## src/pkg/hms_pkg.sv

```systemverilog
// Constants and carrier types for the hardware monitor cycle sequencer
// Behaviour
// - each voltage channel has high/low limits; out-of-range stored value raises request
// - temperature has hot limit and lower hysteresis limit; alarm sets above, releases at or below
// - writing start=1 with interrupt-clear=0 begins the measurement cycle
// - active-low interrupt output driven only while interrupt-enable is one
// - sequence starts at core_rail_b_input and ends with the temperature sensor
// - each finished conversion is stored into its channel value register automatically
// - sequence repeats until software writes zero to the start field
// - channel counter advances at nominal 22.5 kHz; seven slots of 44.4 us
// - fan monitoring starts together with the analog cycle, then runs unsynchronised
// - analog output follows an unsigned 8-bit code, zero minimum, full maximum
// - reset loads the analog-output code with all ones
// - temperature result is 9-bit two's complement; upper eight bits are compared
package hms_pkg;
  localparam int          HMS_NUM_CH       = 7;
  localparam int          HMS_NUM_VOLT     = 6;
  localparam int          HMS_TEMP_CH      = 6;
  localparam int          HMS_CLK_HZ       = 100_000_000;
  localparam int          HMS_SLOT_RATE_HZ = 22_500;
  localparam int          HMS_SLOT_CYC     = HMS_CLK_HZ / HMS_SLOT_RATE_HZ;
  localparam int          HMS_CFG_START    = 0;
  localparam int          HMS_CFG_INT_EN   = 1;
  localparam int          HMS_CFG_INT_CLR  = 3;
  localparam logic [7:0]  HMS_AOUT_RST     = 8'hff;
  localparam logic [7:0]  HMS_CFG_RST      = 8'h00;
  localparam logic [7:0]  HMS_LIM_HI_RST   = 8'hff;
  localparam logic [7:0]  HMS_LIM_LO_RST   = 8'h00;
  localparam logic [7:0]  HMS_HOT_RST      = 8'h7f;

  typedef struct packed {
    logic [7:0] hi;
    logic [7:0] lo;
  } hms_limit_t;

  typedef struct packed {
    logic       valid;
    logic [2:0] chan;
    logic [8:0] data;
  } hms_result_t;
endpackage : hms_pkg

```

## src/logic/hms_sequencer.sv

```systemverilog
// Round-robin conversion sequencer with limit checking and analog-output register
`timescale 1ns/1ps
`default_nettype none
module hms_sequencer
  import hms_pkg::*;
#(
  parameter int SLOT_CYC = HMS_SLOT_CYC
) (
  input  wire logic                      clk_sys_i,
  input  wire logic                      rst_i,
  input  wire logic                      clk_en_i,
  input  wire logic                      cfg_wr_i,
  input  wire logic [7:0]                cfg_wdata_i,
  input  wire hms_limit_t [HMS_NUM_VOLT-1:0] volt_lim_i,
  input  wire logic [7:0]                hot_lim_i,
  input  wire logic [7:0]                hot_hyst_i,
  input  wire logic                      aout_wr_i,
  input  wire logic [7:0]                aout_wdata_i,
  input  wire hms_result_t               conv_i,
  output logic                           conv_start_o,
  output logic [2:0]                     mux_sel_o,
  output logic                           fan_start_o,
  output logic                           running_o,
  output logic [7:0]                     cfg_o,
  output logic [8:0]                     value_o [HMS_NUM_CH],
  output logic [HMS_NUM_VOLT-1:0]        volt_alarm_o,
  output logic                           temp_alarm_o,
  output logic                           irq_req_o,
  output logic                           int_n_o,
  output logic                           int_n_oe_o,
  output logic [7:0]                     aout_code_o
);

  logic [7:0]                cfg_r;
  logic                      run_r;
  logic [15:0]               slot_cnt_r;
  logic [2:0]                chan_r;
  logic                      conv_start_r;
  logic                      fan_start_r;
  logic [8:0]                value_r [HMS_NUM_CH];
  logic [HMS_NUM_VOLT-1:0]   volt_alarm_r;
  logic                      temp_alarm_r;
  logic [7:0]                aout_r;
  logic                      start_cmd;
  logic                      stop_cmd;
  logic                      slot_end;
  logic                      last_chan;
  logic                      slot_next;
  logic                      res_take;
  logic [HMS_NUM_CH-1:0]     res_hit;
  logic [HMS_NUM_VOLT-1:0]   volt_above;
  logic [HMS_NUM_VOLT-1:0]   volt_below;
  logic signed [7:0]         temp_top;
  logic                      temp_hot;
  logic                      temp_cool;
  logic                      irq_any;

  // A write with both start and interrupt-clear set only updates the configuration
  assign start_cmd = cfg_wr_i && cfg_wdata_i[HMS_CFG_START] && !cfg_wdata_i[HMS_CFG_INT_CLR];
  assign stop_cmd  = cfg_wr_i && !cfg_wdata_i[HMS_CFG_START];
  assign slot_end  = (slot_cnt_r == 16'(SLOT_CYC - 1));
  assign last_chan = (chan_r == 3'(HMS_NUM_CH - 1));
  // Stop outranks the slot boundary, so no conversion is launched on the stop cycle
  assign slot_next = run_r && slot_end && !stop_cmd;

  always_ff @(posedge clk_sys_i or posedge rst_i) begin
    if (rst_i) begin
      cfg_r <= HMS_CFG_RST;
    end else if (clk_en_i && cfg_wr_i) begin
      cfg_r <= cfg_wdata_i;
    end
  end

  always_ff @(posedge clk_sys_i or posedge rst_i) begin
    if (rst_i) begin
      run_r <= 1'b0;
    end else if (clk_en_i) begin
      if (start_cmd) begin
        run_r <= 1'b1;
      end else if (stop_cmd) begin
        run_r <= 1'b0;
      end
    end
  end

  // Sixteen bits cover the default slot; a much slower slot rate needs a wider counter
  always_ff @(posedge clk_sys_i or posedge rst_i) begin
    if (rst_i) begin
      slot_cnt_r <= '0;
    end else if (clk_en_i) begin
      if (start_cmd || stop_cmd || slot_next) begin
        slot_cnt_r <= '0;
      end else if (run_r) begin
        slot_cnt_r <= slot_cnt_r + 16'h1;
      end
    end
  end

  // A start while running restarts the sequence at the first channel
  always_ff @(posedge clk_sys_i or posedge rst_i) begin
    if (rst_i) begin
      chan_r <= '0;
    end else if (clk_en_i) begin
      if (start_cmd) begin
        chan_r <= '0;
      end else if (slot_next) begin
        chan_r <= last_chan ? 3'h0 : chan_r + 3'h1;
      end
    end
  end

  always_ff @(posedge clk_sys_i or posedge rst_i) begin
    if (rst_i) begin
      conv_start_r <= 1'b0;
    end else if (clk_en_i) begin
      conv_start_r <= start_cmd || slot_next;
    end
  end

  // Fan timing is only kicked off here; it then runs on its own
  always_ff @(posedge clk_sys_i or posedge rst_i) begin
    if (rst_i) begin
      fan_start_r <= 1'b0;
    end else if (clk_en_i) begin
      fan_start_r <= start_cmd;
    end
  end

  // Results land only while running and only for a real channel
  assign res_take  = clk_en_i && run_r && conv_i.valid;
  assign temp_top  = $signed(conv_i.data[8:1]);
  assign temp_hot  = (temp_top > $signed(hot_lim_i));
  assign temp_cool = (temp_top <= $signed(hot_hyst_i));

  genvar g;
  generate
    for (g = 0; g < HMS_NUM_CH; g++) begin : g_val
      assign res_hit[g] = res_take && (conv_i.chan == 3'(g));
      // Stored words keep all nine bits on every channel; voltage limits compare only the low eight
      always_ff @(posedge clk_sys_i or posedge rst_i) begin
        if (rst_i) begin
          value_r[g] <= '0;
        end else if (res_hit[g]) begin
          value_r[g] <= conv_i.data;
        end
      end
    end
    for (g = 0; g < HMS_NUM_VOLT; g++) begin : g_volt
      assign volt_above[g] = (conv_i.data[7:0] > volt_lim_i[g].hi);
      assign volt_below[g] = (conv_i.data[7:0] < volt_lim_i[g].lo);
      always_ff @(posedge clk_sys_i or posedge rst_i) begin
        if (rst_i) begin
          volt_alarm_r[g] <= 1'b0;
        end else if (res_hit[g]) begin
          volt_alarm_r[g] <= volt_above[g] || volt_below[g];
        end
      end
    end
  endgenerate

  // Between the two temperature limits the alarm holds its last state
  always_ff @(posedge clk_sys_i or posedge rst_i) begin
    if (rst_i) begin
      temp_alarm_r <= 1'b0;
    end else if (res_hit[HMS_TEMP_CH]) begin
      if (temp_hot) begin
        temp_alarm_r <= 1'b1;
      end else if (temp_cool) begin
        temp_alarm_r <= 1'b0;
      end
    end
  end

  always_ff @(posedge clk_sys_i or posedge rst_i) begin
    if (rst_i) begin
      aout_r <= HMS_AOUT_RST;
    end else if (clk_en_i && aout_wr_i) begin
      aout_r <= aout_wdata_i;
    end
  end

  // Interrupt-clear masks the pin without losing the alarm state
  assign irq_any    = (|volt_alarm_r) || temp_alarm_r;
  assign irq_req_o  = irq_any && !cfg_r[HMS_CFG_INT_CLR];
  assign int_n_oe_o = cfg_r[HMS_CFG_INT_EN] && irq_req_o;
  assign int_n_o    = 1'b0;

  assign conv_start_o = conv_start_r;
  assign mux_sel_o    = chan_r;
  assign fan_start_o  = fan_start_r;
  assign running_o    = run_r;
  assign cfg_o        = cfg_r;
  assign value_o      = value_r;
  assign volt_alarm_o = volt_alarm_r;
  assign temp_alarm_o = temp_alarm_r;
  assign aout_code_o  = aout_r;

endmodule : hms_sequencer
`default_nettype wire

```

## config.mk

```make
export PLATFORM = sky130hd
export DESIGN_NAME = hms_sequencer
export DESIGN_NICKNAME = d
export VERILOG_FILES = /design/src/pkg/hms_pkg.sv /design/src/logic/hms_sequencer.sv
export SDC_FILE = /design/constraint.sdc
export NUM_CORES = 1
export LEC_CHECK = 0
export ABC_AREA = 0
export BUFFER_PORTS_ARGS = -buffer_cell sky130_fd_sc_hd__buf_2
export CORE_UTILIZATION = 46
export CTS_CLUSTER_SIZE = 12
export DETAILED_ROUTE_END_ITERATION = 8
export PLACE_DENSITY = 0.82
export SLEW_MARGIN = 20
export SYNTH_ARGS = -nofsm -noshare
export SYNTH_HDL_FRONTEND = slang
export SYNTH_SLANG_ARGS = --single-unit
export TNS_END_PERCENT = 100
```

## constraint.sdc

```tcl
create_clock -name clk_sys_i -period 3.73 [get_ports clk_sys_i]
set_clock_uncertainty 0.05 [all_clocks]
set_input_delay 0.746 -clock clk_sys_i [delete_from_list [all_inputs] [get_ports clk_sys_i]]
set_output_delay 0.746 -clock clk_sys_i [all_outputs]
set_load 0.02 [all_outputs]
```

==> key figures <==
Die
  – # rows: 44
  – IO Pins: about 240
  – Die height: ~130 um
  – Die X: about 130 um
  – Core Footprint: ~0.015 sq mm
  – Initial core utilization: a little under half
  – Die ar.: approximately 0.016 sq mm

Synthesis
  – Syn Inst Count: about 700
  – Register bit count reported by yosys: roughly 110
  – Netlist cell types: 57
  – Synthesized cell area: ~0.0070 sq mm
  – Synth warn: 0
  – Sequential-to-total area share from yosys stat: 38.50%
  – Post-synth EDFFs: 0
  – Synth Flop Type: dfrtp_1
  – Mean area per synthesized cell: 10.24 sq um
  – Ys async rst share: 100.0%
  – Syn_nets: around 940

Placed design
  – Routability cong.: roughly 0.84
  – DP HPWL: 14150 um
  – Placed cells: 1106
  – PortBufs: 239
  – DP Worst Slack: about 1.1 ns

Detailed routing
  – Antenna Nets Post-Route: 0
  – Vias: 6009
  – DRT Pass-1 Iters: 4
  – DRT Wirelength: about 18000 um
  – Post-route DRC: 0
  – Vias per cell: approximately 5.4
  – Initial drt markers: between 200 and 300
  – DR WL/cell: ~16 um

Final layout
  – Fin util: 59.46%
  – Post-route insts no fill: 1120
  – Ant. Diodes: 0
  – Fraction of layout cells with a size suffix above 1: 37.50%
  – Area grow syn2layout: 24.51%
  – # nets final: approximately 1200

Clock tree
  – Post-CTS Setup Inserts: 0
  – CTS Sinks: around 110
  – Bufs on Longest Clock Path: 2
  – CTS buffer count: 9
  – Clock latency on the worst-skew pair: approximately 0.33 ns
  – CTS tree: yes
  – Hold buffer count at CTS: 0
  – Post-cts sizing count: 0
  – Worst-path clk slew: approximately 0.070 ns
  – Root Driver: clkbuf_16
  – Htree depth: 3

Setup path
  – Worst R2R Setup Slack: 1.34 ns
  – Data required, critical path: slightly below 3 ns
  – Crit Path Class: reg2out
  – RR Endpoint: slot_cnt_r[3]
  – R2r startpoint: slot_cnt_r[7]
  – CP endpoint kind: output pin
  – Arrival time worst endpoint: 1.85 ns
  – Reg2reg path depth: 5
  – CP startpoint kind: register
  – Crit path max fanout: 3

Global routing
  – Vias in the first global route: 6142
  – Overall routing resource usage: 23.93%
  – Largest net degree at the start of global routing: 70
  – Grt total ovfl: 0
  – Initial antenna violation count: 0
  – Global-route wire length before repair: between 20000 and 30000 um

STA
  – Min Tclk post-route: roughly 2.6 ns
  – Highest clock rate: 378.3 MHz
  – Worst rel slew slack: roughly 44%
  – RSZ-0062 raised after global routing: false
  – Final setup fails: 0
  – Worst Tran Pin Value: roughly 0.84 ns
  – Final period util: 70.87%
  – Final hold vios: 0
  – Final Max Slew Viols: 0
  – Final Worst Setup Slack: between 1 and 1.5 ns
  – Sum of negative setup slack: 0 ns

Job
  – Max Cap Viol: 0

Power and ir drop
  – Pwr Density: around 420 mW/mm^2
  – Gate power share: about a third
  – Static Leak: ~4.8 nW
  – Worst IR Drop VDD: 0.3758 mV
  – Sw Share: 34.33%
  – Clock share of power: roughly a quarter
  – Switching power: approximately 1.3 mW
  – Int Pwr: approximately 2.4 mW
  – Reg power frac: 42.4%

Hold path
  – Worst hold start: value_o[54]
  – Hold EP: value_o[54]
  – Worst hold stages: 2
  – Hold/Removal Path Class: reg2reg

Outcome
  – Status: completed
==> how the worst max path moves through the flow <==
stage | to | start
3_5_place_dp | temp_alarm_o | conv_i[6]
5_1_grt | int_n_oe_o | volt_alarm_o[2]
4_1_cts | int_n_oe_o | volt_alarm_o[2]
6_report | int_n_oe_o | volt_alarm_o[2]
2_1_floorplan | cfg_o[0] | rst_i
3_3_place_gp | temp_alarm_o | conv_i[6]
==> power by group through the flow <==
stage	Sequential, mW	Combinational, mW	Clock, mW
2_1_floorplan	1.82	0.450	0
3_3_place_gp	1.56	1.16	0
3_5_place_dp	1.57	1.19	0
4_1_cts	1.55	1.20	0.945
5_1_grt	1.58	1.30	0.982
6_report	1.55	1.19	0.920
==> synthesized netlist by cell type, types with 8 or more instances <==
| cell | n | area share (%) |
|---|---|---|
| nand4_1 | 19 | 1.7 |
| mux2_2 | 75 | 12 |
| ha_1 | 107 | 19 |
| nand2_1 | 33 | 1.8 |
| nor2_1 | 33 | 1.8 |
| nor2b_1 | 8 | 0.71 |
| o21ai_0 | 28 | 2.0 |
| a21oi_1 | 33 | 2.3 |
| dfrtp_1 | 100 | 36 |
| dfstp_2 | 8 | 3.0 |
| o211ai_1 | 9 | 0.96 |
| nand3_1 | 11 | 0.78 |
| inv_1 | 112 | 6.0 |
==> layout make-up <==
type	count	area, sq um
Fill cell	1262	5982
Multi-Input combinational cell	456	3864
Sequential cell	108	2713
Timing Repair Buffer	246	1261
Inverter	112	422.9
Tap cell	184	230.2
Clock buffer	10	229.0
Clock inverter	4	52.55
==> critical path, cell delays in order (launching register included) <==
cell and delay, ns:
dfrtp_1 0.42, nor4_1 0.56, a21oi_1 0.18, and2_1 0.19
buf_2 0.15
==> layout by cell type, fill, tap and decap left out, types with 3 or more instances in the layout <==
master,count
mux2_2,75
ha_1,107
clkbuf_16,9
a21oi_1,33
a2111oi_0,3
and4_1,5
xnor2_1,6
inv_1,111
nand3_1,11
nand4_1,19
a31oi_1,4
o21ai_0,28
nor2_1,33
o22ai_1,4
dfrtp_1,100
buf_2,239
a21o_1,6
nand3b_1,3
a211o_1,4
o221ai_1,4
nand2_1,33
nor3_1,4
clkinvlp_4,3
xor2_1,6
o22a_1,4
dfstp_2,8
a211oi_1,6
buf_4,6
o211ai_1,9
nand2b_1,6
nor2b_1,8
==> per-layer routing <==
layer	routed length, um	vias up	GRT usage [%]	share of wire, %
li1	-	2916	-	-
met1	7790	2826	28.09	43
met2	8818	218	41.47	48
met3	979	49	5.225	5.3
met4	735	0	11.84	4.0
met5	0	-	0	0
==> cells by family (layout without fill, tap and decap cells) <==
kind of cell / count (synthesis) / after routing / share of synthesized area [%]
AO/OA/AOI/OAI: 120 / 120 / 11.26
XOR/XNOR: 12 / 12 / 1.492
adder cells (fa/ha/maj): 107 / 107 / 19.00
buffers and inverters: 124 / 372 / 6.802
flip-flops: 108 / 108 / 38.50
multiplexers: 75 / 75 / 11.99
other: 1 / 1 / 0.05323
AND/OR/NAND/NOR: 141 / 141 / 10.90
==> sequential cells by signal, summed over array words and instances (netlist names) <==
register,count
temp_alarm_o,1
value_o,63
cfg_o,8
fan_start_o,1
aout_code_o,8
running_o,1
mux_sel_o,3
slot_cnt_r,16
volt_alarm_o,6
conv_start_o,1
==> through the flow <==
stage	area, sq um	power (mW)	hold WS, ns
after floorplan	7046	2.266	0.4116
after global placement	8491	2.720	0.4194
after detailed placement	8491	2.764	0.4278
after CTS	8772	3.694	0.4431
after global routing	8772	3.863	0.4687
final	8772	3.663	0.4418
No activity file was read; power rests on OpenSTA's default activity.
